### config.mk
export PLATFORM = sky130hd
export DESIGN_NAME = fct_ctrl
export DESIGN_NICKNAME = d
export VERILOG_FILES = /design/src/rtl/fct_sync.v /design/src/rtl/fct_ctrl.v
export VERILOG_INCLUDE_DIRS = /design/src /design/src/rtl
export SDC_FILE = /design/constraint.sdc
export NUM_CORES = 1
export LEC_CHECK = 0
export BUFFER_PORTS_ARGS = -buffer_cell sky130_fd_sc_hd__buf_2
export CORE_ASPECT_RATIO = 1.1
export CORE_UTILIZATION = 48
export CTS_CLUSTER_SIZE = 12
export DETAILED_ROUTE_END_ITERATION = 8
export GPL_TIMING_DRIVEN = 0
export HOLD_SLACK_MARGIN = 0.08
export PLACE_DENSITY = 0.8
export SYNTH_ARGS = -nofsm -noshare
export SYNTH_HDL_FRONTEND = slang
export SYNTH_SLANG_ARGS = --single-unit
export TNS_END_PERCENT = 1
### constraint.sdc
create_clock -name clk -period 1.95 [get_ports clk]
set_clock_uncertainty 0.15 [all_clocks]
set_input_delay 0.2925 -clock clk [delete_from_list [all_inputs] [get_ports clk]]
set_output_delay 0.2925 -clock clk [all_outputs]
set_load 0.01 [all_outputs]
### src/rtl/fct_regs.vh
// register offsets, field positions and reset values for the flash charge block
`ifndef FCT_REGS_VH
`define FCT_REGS_VH
`define FCT_CTRL_OFS      12'h000
`define FCT_STAT_OFS      12'h004
`define FCT_IRQ_OFS       12'h008
`define FCT_MASK_OFS      12'h00C
`define FCT_CTRL_MODE_BIT 0
`define FCT_CTRL_RESET    1'h0
`define FCT_MASK_RESET    4'h0
`define FCT_EV_DONE_BIT   0
`define FCT_EV_RECH_BIT   1
`define FCT_EV_FIRE_BIT   2
`define FCT_EV_BLOCK_BIT  3
`define FCT_EV_WIDTH      4
`define FCT_ST_SW_BIT     0
`define FCT_ST_DONE_BIT   1
`define FCT_ST_GATE_BIT   2
`define FCT_ST_STATE_LSB  4
`define FCT_ST_STATE_MSB  8
`endif

### src/rtl/fct_sync.v
// two flip-flop synchroniser for a bus of pin inputs
module fct_sync #(
	parameter W = 1
) (
	input  wire         clk,
	input  wire         reset_n,
	input  wire         clk_en,
	input  wire [W-1:0] d,
	output wire [W-1:0] q
);
	reg [W-1:0] s1_r;
	reg [W-1:0] s2_r;

	always @(posedge clk or negedge reset_n) begin
		if (!reset_n) begin
			s1_r <= {W{1'b0}};
			s2_r <= {W{1'b0}};
		end else if (clk_en) begin
			s1_r <= d;
			s2_r <= s1_r;
		end
	end

	assign q = s2_r;
endmodule // fct_sync

### src/rtl/fct_ctrl.v
// flash charger control with trigger interlock and apb registers
//
// Local design decisions: register access over APB and the register offsets.
`include "fct_regs.vh"

// Function
// RULE1 - gate request is AND of both fire inputs
// RULE2 - first charge locks gate and ignores fires
// RULE3 - idle regulation fire: gate, recharge after release
// RULE4 - refresh fire: finish cycle, gate, resume later
// RULE5 - request low: gate always enabled
// RULE6 - request high wakes and starts charging
// RULE7 - done low only when requested and on target
// RULE8 - below regulation threshold restarts a charge
// RULE9 - request low stops charging, enters standby
// RULE10 - target comparator terminates charging
// RULE11 - regulation off: recharge needs request toggle
// RULE12 - voltage monitoring active while request high
// RULE13 - droop mode restarts at lower threshold
// RULE14 - direct mode alternates charge and wait
// RULE15 - done released while charging or request low
// RULE16 - all pin inputs synchronised twice; cycle_end is used unsynchronised
// RULE17 - reset into standby, switching off, done released
module fct_ctrl (
	input  wire        clk,
	input  wire        reset_n,
	input  wire        clk_en,
	input  wire        charge_req,
	input  wire        fire_input_a,
	input  wire        fire_input_b,
	input  wire        target_reached,
	input  wire        reg_below,
	input  wire        reg_disabled,
	input  wire        cycle_end,
	output reg         switch_enable,
	output wire        done_o,
	output wire        done_oe_n,
	output reg         flash_gate_driver,
	output reg         gate_enabled,
	input  wire        psel,
	input  wire        penable,
	input  wire        pwrite,
	input  wire [11:0] paddr,
	input  wire [31:0] pwdata,
	output reg  [31:0] prdata,
	output wire        pready,
	output wire        pslverr,
	output wire        irq
);
	localparam [4:0] ST_STBY  = 5'b00001;
	localparam [4:0] ST_FIRST = 5'b00010;
	localparam [4:0] ST_WAIT  = 5'b00100;
	localparam [4:0] ST_REFR  = 5'b01000;
	localparam [4:0] ST_HOLD  = 5'b10000;

	wire [5:0] sync_q;
	wire       req_s;
	wire       fa_s;
	wire       fb_s;
	wire       tgt_s;
	wire       below_s;
	wire       regoff_s;

	// see RULE16
	fct_sync #(.W(6)) u_sync (
		.clk     (clk),
		.reset_n (reset_n),
		.clk_en  (clk_en),
		.d       ({charge_req, fire_input_a, fire_input_b, target_reached, reg_below,
		           reg_disabled}),
		.q       (sync_q)
	);
	assign {req_s, fa_s, fb_s, tgt_s, below_s, regoff_s} = sync_q;

	reg  [4:0] state_r;
	reg  [4:0] state_nxt;
	reg        done_r;
	reg        ctrl_mode_r;
	reg  [`FCT_EV_WIDTH-1:0] irq_stat_r;
	reg  [`FCT_EV_WIDTH-1:0] irq_mask_r;
	reg  [`FCT_EV_WIDTH-1:0] ev;
	wire       fire = fa_s & fb_s; // see RULE1
	reg        tgt_d_r;
	// comparator still shows the last trip as a refresh starts; only a fresh rise ends a charge
	wire       tgt_rise = tgt_s & ~tgt_d_r; // see RULE10
	wire       regen = ~regoff_s & ~ctrl_mode_r;
	wire       done_nxt;
	wire       sw_nxt;
	wire       gate_nxt;

	// next state of the charge sequencer
	always @* begin
		state_nxt = state_r;
		if (!req_s) begin
			state_nxt = ST_STBY; // see RULE9
		end else begin
			case (state_r)
				ST_STBY: begin
					state_nxt = ST_FIRST; // see RULE6
				end
				ST_FIRST: begin
					if (tgt_rise)
						state_nxt = ST_WAIT; // see RULE10
				end
				ST_WAIT: begin
					if (fire)
						state_nxt = ST_HOLD; // see RULE3
					else if (regen && below_s)
						state_nxt = ST_REFR; // see RULE8 see RULE13 see RULE14 see RULE11
				end
				ST_REFR: begin
					if (fire && cycle_end)
						state_nxt = ST_HOLD; // see RULE4
					else if (tgt_rise)
						state_nxt = ST_WAIT; // see RULE14 see RULE12
				end
				ST_HOLD: begin
					if (!fire)
						state_nxt = tgt_s ? ST_WAIT : ST_REFR; // see RULE3 see RULE4
				end
				default: begin
					state_nxt = ST_STBY;
				end
			endcase
		end
	end

	// done only in steady waiting or a fire hold while on target
	assign done_nxt = req_s & tgt_s &
	                  ((state_nxt == ST_WAIT) || (state_nxt == ST_HOLD)); // see RULE7 see RULE15
	assign sw_nxt = (state_nxt == ST_FIRST) || (state_nxt == ST_REFR);
	// gate locked during first charge and refresh; a refresh fire opens it once the cycle ends
	assign gate_nxt = (state_nxt == ST_STBY) || (state_nxt == ST_WAIT) ||
	                  (state_nxt == ST_HOLD); // see RULE2 see RULE5

	always @* begin
		ev = {`FCT_EV_WIDTH{1'b0}};
		ev[`FCT_EV_DONE_BIT]  = done_nxt & ~done_r;
		ev[`FCT_EV_RECH_BIT]  = (state_nxt == ST_REFR) && (state_r == ST_WAIT);
		ev[`FCT_EV_FIRE_BIT]  = gate_nxt & fire & ~flash_gate_driver;
		ev[`FCT_EV_BLOCK_BIT] = fire & (state_r == ST_FIRST);
	end

	always @(posedge clk or negedge reset_n) begin
		if (!reset_n) begin
			state_r           <= ST_STBY; // see RULE17
			switch_enable     <= 1'b0;
			done_r            <= 1'b0;
			gate_enabled      <= 1'b1;
			flash_gate_driver <= 1'b0;
			tgt_d_r           <= 1'b0;
		end else if (clk_en) begin
			state_r           <= state_nxt;
			switch_enable     <= sw_nxt;
			done_r            <= done_nxt;
			gate_enabled      <= gate_nxt;
			flash_gate_driver <= gate_nxt & fire; // see RULE1 see RULE2
			tgt_d_r           <= tgt_s;
		end
	end

	// open drain flag: pulled low while done
	assign done_o    = 1'b0;
	assign done_oe_n = ~done_r; // see RULE7 see RULE15

	// apb slave, zero wait states
	wire       wr_acc = psel & penable & pwrite;
	wire       rd_acc = psel & penable & ~pwrite;
	wire       hit_ir = rd_acc && (paddr == `FCT_IRQ_OFS);
	// a read clears only the bits it returned, so an event at the setup edge survives
	wire [`FCT_EV_WIDTH-1:0] rd_clr = hit_ir ? prdata[`FCT_EV_WIDTH-1:0] :
	                                           {`FCT_EV_WIDTH{1'b0}};
	assign pready  = 1'b1;
	assign pslverr = 1'b0;
	assign irq     = |(irq_stat_r & irq_mask_r);

	always @(posedge clk or negedge reset_n) begin
		if (!reset_n) begin
			ctrl_mode_r <= `FCT_CTRL_RESET;
			irq_mask_r  <= `FCT_MASK_RESET;
			irq_stat_r  <= {`FCT_EV_WIDTH{1'b0}};
			prdata      <= 32'h00000000;
		end else if (clk_en) begin
			if (wr_acc && paddr == `FCT_CTRL_OFS)
				ctrl_mode_r <= pwdata[`FCT_CTRL_MODE_BIT];
			if (wr_acc && paddr == `FCT_MASK_OFS)
				irq_mask_r <= pwdata[`FCT_EV_WIDTH-1:0];
			// set wins over read clear
			irq_stat_r <= (irq_stat_r & ~rd_clr) | ev;
			if (psel && !penable && !pwrite) begin
				case (paddr)
					`FCT_CTRL_OFS: prdata <= {31'h00000000, ctrl_mode_r};
					`FCT_STAT_OFS: prdata <= {23'h000000, state_r, 1'b0, gate_enabled,
					                          done_r, switch_enable};
					`FCT_IRQ_OFS:  prdata <= {28'h0000000, irq_stat_r};
					`FCT_MASK_OFS: prdata <= {28'h0000000, irq_mask_r};
					default:       prdata <= 32'h00000000;
				endcase
			end
		end
	end
endmodule // fct_ctrl

# After elaboration in Yosys (flattened, before gate mapping)
# Index checks and enable logic that the tools add are counted.
# word_totals
ff_bits	63
in_bits	57
out_inout_bits	40
# classes
eq_ne	13
mux	10
bitwise	22
reduce_logical	19
# ops
operator	count
one-hot mux 9 bit (4 select lines)	1
two-way mux 5 bit	6
one-hot mux 5 bit (5 select lines)	1
== test 12 x 4 -> 1 bit (second input constant)	2
AND 1 bit	12
== test 12 x 3 -> 1 bit (second input constant)	1
zero test 12 bit	1
== test 5 x 1 -> 1 bit (second input constant)	2
== test 5 x 2 -> 1 bit (second input constant)	2
== test 5 x 3 -> 1 bit (second input constant)	2
== test 5 x 4 -> 1 bit (second input constant)	2
== test 5 bit (second input constant)	2
AND 4 bit	2
logical AND 1 bit	8
two-way mux 4 bit	2
NOT 1 bit	6
AND reduction 2 bit	3
logical OR 1 bit	4
NOT 4 bit	1
bitwise OR 4 bit	1
OR reduction 4 bit	1
zero test 1 bit	2

# Logic depth before layout (Yosys ltp)
# Gate-level depths: netlist (run 1).
# logic_depth
ltp_word	13
mapped_depth	6

# Cells and area by module
# From an unflattened synthesis (run 1), not the netlist that was laid out.
# unflattened
cells_unflattened	215
hier_area_um2	2219.6
# by_module_without_submodules
mod	n_inst	cells_each	area_each_um2
fct_ctrl	1	190	1735.4
fct_sync	1	25	484.2

# Worst setup path after synthesis (run 1)
# Ideal clock, no wire load.
# synth_path
path_type	input -> register
start	in paddr[5]
end	reg irq_mask_r[0]
t_arrival_ns	1.431
t_required_ns	1.672
slack_ns	0.242
cell_stages	4
cell_sequence	nor4_4 -> nand4_2 -> nor3_4 -> mux2_1
# synth_between
elab_chain_cells	3
# synth_rtl
element	line	text
start, declared	fct_ctrl.v:43	input wire [11:0] paddr,
== test 12 x 4 -> 1 bit	-	
logical AND 1 bit (no source line)	-	
AND reduction 2 bit (no source line)	-	
end signal, assigned	fct_ctrl.v:180	irq_mask_r <= `FCT_MASK_RESET;
end signal, assigned	fct_ctrl.v:187	irq_mask_r <= pwdata[`FCT_EV_WIDTH-1:0];
end, declared	fct_ctrl.v:80	reg [`FCT_EV_WIDTH-1:0] irq_mask_r;
# Every way passes these cells.
# A chain may end at the register's enable or synchronous reset.

# Final worst setup path (run 1)
# layout_path
start	reg state_r[0]
end	reg flash_gate_driver
# layout_between
elab_chain_cells	8
elab_cells_between_ends	18
# layout_rtl
element	line	text
start, declared	fct_ctrl.v:75	reg [4:0] state_r;
start signal, assigned	fct_ctrl.v:153	state_r <= state_nxt;
two-way mux 5 bit, on equally long branches	fct_ctrl.v:102, fct_ctrl.v:114, fct_ctrl.v:108	
two-way mux 5 bit, on equally long branches	fct_ctrl.v:112, fct_ctrl.v:106	
one-hot mux 5 bit (5 select lines) *	fct_ctrl.v:97	case (state_r)
two-way mux 5 bit *	fct_ctrl.v:94	if (!req_s) begin
== test 5 x 1 -> 1 bit / == test 5 x 3 -> 1 bit (equally long branches)	fct_ctrl.v:133	assign gate_nxt = (state_nxt == ST_STBY) || (state_nxt == ST_WAIT) ||
logical OR 1 bit	fct_ctrl.v:133	
logical OR 1 bit *	fct_ctrl.v:133	
AND 1 bit *	fct_ctrl.v:157	flash_gate_driver <= gate_nxt & fire;
end signal, assigned	fct_ctrl.v:157	
end, declared	fct_ctrl.v:38	output reg flash_gate_driver,
# Mark *: on every way between the ends. The rest lies on a longest branch, timed or not.

==> metrics.csv, run 1 <==
metric;value;unit
overflow;0;
drc;0;
ys.flop_type;dfrtp_1;
die-height;75.0;um
initial_utilization;50.0;%
outcome;finished, final reports clean;
clkPwrFrac;25.7;%
slew_viol_final;0;
die_w;68.4;um
yosys.area_share.simple;17.9;%
switchingPower;0.622;mW
grt_start_max_net_pins;41;
ys_seq_area_share;43.1;%
yosys_warnings;0;
worstRegToRegCells;6;
netlist_area;0.00233;mm2
routedWlPerCell;13.7;um
p_int;1.43;mW
start_kind;flip-flop;
final-setup-viol-count;0;
swShare;30.3;%
htreeDepth;2;
synthMuxAreaShare;10.6;%
syn_to_final_growth;26.1;%
rsz0062_at_grt;true;
finalHoldViolations;0;
grt_use_total;21.4;%
root_buffer;clkbuf_8;
critPathMaxFanout;10;
power.density;700;mW/mm2
synth_compound_area_share;15.2;%
ios;97;
fin_crit_sh;97.5;%
antenna_found_initial;0;
worstMarginPinSlew;0.867;ns
rows;26;
slew_headroom;42.2;%
synth_top_area_cell;dfrtp_1;
vias_per_cell;5.12;
nNetsFinal;354;
cap_violations;0;
gp_congestion;0.874;
synth_edf_count;0;
min_path_cells;2;
dr.first_iter.drc_count;60;
fp.coreArea;0.00465;mm2
routed_wl;4850;um
synth_area_leaders;dfrtp_1 (41%), buf_4 (8.7%), mux2_2 (6.8%);
cts.sinks;40;
finalCriticalPeriod;1.90;ns
post-synth-top-count-cell;dfrtp_1;
post-synth-top-area-fraction;40.9;%
power_leakage;1.39;nW
stdcell_area;0.00293;mm2
ys_async_sr_fraction;100;%
dieArea;0.00513;mm2
path_clk_slew;0.07;ns
hp-class;input port to flip-flop;
cts_inserted_buffers;5;
synth_cells;212;
final_util;63.0;%
cts_buffer_depth;2;
crit_arrival;1.91;ns
max_freq;526;MHz
vdd.ir_drop.worst;0.000542;V
crit_type;flip-flop to flip-flop;
synthXorXnorAreaFrac;0.753;%
placed_cell_area;0.00269;mm2
synth_seq_cells;40;
layout-drive-gt1-share;42.6;%
crit_required;1.96;ns
insertion_delay;0.29;ns
grt_pass1_wl;7950;um
cts_tree;done;
dr_total_vias;1813;
synth_common_cells;dfrtp_1 (38), buf_4 (27), nand2_1 (17), mux2_2 (14), nand3_1 (8);
synth_top_family_by_area;simple AND/OR/NAND/NOR gates;
p_seq_share;48.2;%
p_comb_share;26.1;%
postRouteAntennaNets;0;
numPortBuffers;40;
firstDrtPassIters;4;
hpwl;3620;um
diodes;0;
cp-end-kind;flip-flop;
synth_adder_area_share;0;%
synth.distinct_cells;53;
syn_area_per_cell;11.0;um2
grt_pass1_vias;1723;
## registers in the layout, summed over array words and instances, names as in the netlist
name,cells
ctrl_mode_r,1
done_r,1
flash_gate_driver,1
gate_enabled,1
irq_mask_r,4
irq_stat_r,4
prdata,9
state_r,5
switch_enable,1
tgt_d_r,1
u_sync.q,6
u_sync.s1_r,6
## routing by layer
| metal | track usage (%) | up-vias | part of all wire [%] |
|---|---|---|---|
| li1 | - | 891 | - |
| met1 | 26.4 | 845 | 43 |
| met2 | 36.7 | 70 | 49 |
| met3 | 4.39 | 7 | 6.8 |
| met4 | 7.64 | 0 | 1.8 |
| met5 | 0 | - | 0 |
## repair_timing
item | CTS | global route
hold endpoints to repair | 46 | 0
hold buffers | 9 | 0
gates resized for setup | 0 | 9
buffers inserted | 0 | 5
endpoints found under the setup margin | 0 | 4
## logic make-up (layout without fill, tap and decap cells)
| family | after synthesis | count (layout) |
|---|---|---|
| xor gates and xnor gates | 2 | 2 |
| AOI/OAI and AO/OA | 43 | 43 |
| buffers and inverters | 44 | 106 |
| muxes | 21 | 21 |
| DFF | 40 | 40 |
| other | 2 | 26 |
| and+or+nand+nor | 60 | 60 |
## power by group through the flow
stage / sequential [mW] / combinational, mW / clock [mW]
floorplan: 0.991 / 0.356 / 0
global placement: 1.00 / 0.478 / 0
detailed placement: 1.00 / 0.488 / 0
CTS: 0.988 / 0.503 / 0.543
global route: 1.00 / 0.592 / 0.577
finish: 0.989 / 0.536 / 0.528
## cell usage in the layout (no fill, tap or decap), drive strengths merged, types with 5 or more instances in the layout
| cell type | count |
|---|---|
| a22o | 5 |
| o31ai | 5 |
| mux2 | 19 |
| inv | 7 |
| clkbuf | 10 |
| nor4 | 5 |
| dlygate4sd3 | 9 |
| conb | 26 |
| nor2 | 7 |
| nand2 | 19 |
| buf | 79 |
| dfrtp | 38 |
| nand3 | 9 |
## path summary, 6_finish.rpt
path                                         from                             to  slack (ns)
setup / recovery           state_r[0]$_DFFE_PN1P_  flash_gate_driver$_DFFE_PN0P_        0.05
hold / removal                         charge_req     u_sync.s1_r[5]$_DFFE_PN0P_        0.09
setup reg to reg           state_r[0]$_DFFE_PN1P_  flash_gate_driver$_DFFE_PN0P_        0.05
hold reg to reg                done_r$_DFFE_PN0P_      irq_stat_r[0]$_DFFE_PN0P_        0.33
max in group asynchronous                 reset_n      switch_enable$_DFFE_PN0P_        0.58
min in group asynchronous                 reset_n      irq_stat_r[0]$_DFFE_PN0P_        0.51
## critical path: stages (launching register included)
cell	delay (ns)
dfstp_2	0.57
buf_4	0.18
xor2_1	0.16
o2111ai_1	0.12
nand2_1	0.16
nor3b_1	0.28
o22ai_1	0.15
## layout make-up
cell class                      count  area, um2
Buffer                             37        256
Clock buffer                        7       76.3
Clock inverter                      1       5.00
Fill cell                         398       1720
Inverter                            7       26.3
Multi-Input combinational cell    152       1170
Sequential cell                    40       1000
Tap cell                           56       70.1
Timing Repair Buffer               54        328
## per-stage QoR
stage               hold WS [ns]  instances  setup TNS (ns)  power [mW]  setup slack, ns
finish                    0.0878        354               0        2.05           0.0494
global route              0.0833        354          -0.142        2.17          -0.0439
CTS                       0.0815        349               0        2.03           0.0519
detailed placement         0.304        332         -0.0158        1.49          -0.0158
global placement           0.293        332               0        1.48           0.0155
floorplan                 -0.153        236               0        1.35            0.242
Power figures use the tool's default switching activity.
==> run 2, diff against run 1 <==
CELL_PAD_IN_SITES_DETAIL_PLACEMENT = 0   (was default)
CELL_PAD_IN_SITES_GLOBAL_PLACEMENT = 1   (was default)
CORE_UTILIZATION = 36   (was 48)
==> run 2 against run 1 <==
Against the previous run:
- register-to-register slack about the same
- via count is 3.4% lower
- wire length fell by 4.1%
==> metrics.csv, run 2 (synthesized netlist as in run 1, its figures left out) <==
metric;value;unit
die_w;78.6;um
vdd.ir_drop.worst;0.000432;V
finalCriticalPeriod;1.90;ns
cts_tree;done;
hp-class;input port to flip-flop;
max_freq;526;MHz
path_clk_slew;0.08;ns
p_seq_share;45.2;%
root_buffer;clkbuf_8;
rows;30;
layout-drive-gt1-share;40.3;%
start_kind;flip-flop;
gp_congestion;0.841;
crit_arrival;1.94;ns
antenna_found_initial;0;
grt_start_max_net_pins;41;
crit_type;flip-flop to flip-flop;
nNetsFinal;351;
finalHoldViolations;0;
cp-end-kind;flip-flop;
postCtsSetupBuffers;0;
cts_buffer_depth;2;
rsz0062_at_grt;true;
overflow;0;
largest_reg_flops;9;
mostFrequentLayoutCell;buf_2;
ios;97;
swShare;29.2;%
syn_to_final_growth;26.6;%
dr.first_iter.drc_count;70;
p_int;1.55;mW
p_comb_share;23.0;%
outcome;finished, final reports clean;
regMostFlops;prdata;
routed_wl;4650;um
cts_inserted_buffers;5;
ff2ff_setup_slack;0.05;ns
cts.sinks;40;
routedWlPerCell;12.4;um
final_cell_mix;buf_2 (45), dfrtp_1 (38), buf_4 (27);
cap_violations;0;
slowest_delay;0.36;ns
crit_required;1.99;ns
grt_pass1_vias;1654;
slowest_stage;dfrtp_1;
crit_chain;buf_2 > nor3_2 > nand3b_1 > a21boi_2 > a211oi_2 > o41ai_2;
grt_pass1_wl;7940;um
critPathMaxFanout;9;
clkPwrFrac;31.8;%
postRouteAntennaNets;0;
power.density;742;mW/mm2
fin_crit_sh;97.5;%
dr_total_vias;1752;
final-setup-viol-count;0;
worstMarginPinSlew;0.859;ns
die-height;86.3;um
drc;0;
switchingPower;0.638;mW
dieArea;0.00679;mm2
slew_viol_final;0;
insertion_delay;0.30;ns
final_util;47.6;%
numPortBuffers;40;
vias_per_cell;4.67;
fp.coreArea;0.00619;mm2
diodes;0;
firstDrtPassIters;4;
initial_utilization;37.6;%
power_leakage;1.39;nW
slew_headroom;42.7;%
hpwl;3620;um
htreeDepth;2;
total_power;2.19;mW
grt_use_total;15.2;%
## run 2: routing by layer
metal / up-vias / GRT usage, % / wire, um
li1: 886 / - / -
met1: 799 / 19.7 / 2160
met2: 60 / 24.7 / 2120
met3: 7 / 3.68 / 313
met4: 0 / 5.56 / 59
met5: - / 0 / 0
## run 2: power groups by stage
stage | sequential (mW) | clock [mW] | combinational, mW
after floorplan | 0.991 | 0 | 0.356
after global placement | 1.00 | 0 | 0.477
after detailed placement | 1.01 | 0 | 0.484
after CTS | 0.990 | 0.713 | 0.502
after global routing | 1.00 | 0.748 | 0.554
final | 0.988 | 0.696 | 0.502
## run 2: path summary, 6_finish.rpt
path	from	endpoint	depth (start not counted)
setup reg to reg	state_r[3]$_DFFE_PN0P_	irq_stat_r[0]$_DFFE_PN0P_	6
setup / recovery	state_r[3]$_DFFE_PN0P_	irq_stat_r[0]$_DFFE_PN0P_	6
hold / removal	paddr[0]	prdata[0]$_DFFE_PN0P_	4
hold reg to reg	done_r$_DFFE_PN0P_	irq_stat_r[0]$_DFFE_PN0P_	1
max in group asynchronous	reset_n	u_sync.s1_r[1]$_DFFE_PN0P_	2
min in group asynchronous	reset_n	prdata[0]$_DFFE_PN0P_	2
## run 2: area by class of cell
| class | count | area (um2) |
|---|---|---|
| plain buffers | 37 | 254 |
| clock buffers | 5 | 68.8 |
| clock inverters | 3 | 46.3 |
| fillers | 599 | 3250 |
| inverters | 7 | 26.3 |
| multi-input cells | 152 | 1140 |
| flip-flops and latches | 40 | 1000 |
| well taps | 80 | 100 |
| repair buffers | 51 | 310 |
## run 2: worst max-delay path, delay by kind of cell, from the launching register on
kind	cells	cell delay [ns]
AOI/OAI and AO/OA	3	0.64
buffers and inverters	1	0.17
and+or+nand+nor	2	0.47
DFF	1	0.36
## run 2: per-stage QoR
stage | worst slack, ns | hold slack (ns) | area, um2 | cells | setup TNS, ns
after floorplan | 0.242 | -0.153 | 2420 | 236 | 0
after global placement | -0.00679 | 0.304 | 2720 | 356 | -0.0210
after detailed placement | -0.0245 | 0.311 | 2720 | 356 | -0.0843
after CTS | 0.0314 | 0.161 | 2940 | 375 | 0
after global routing | -0.108 | 0.206 | 2950 | 375 | -0.380
final | 0.0493 | 0.167 | 2950 | 375 | 0
## run 2: timing repair
item,in CTS,in global routing
endpoints found under the hold margin,48,0
hold buffers,11,0
setup endpoints to repair,0,6
gates resized for setup,0,1
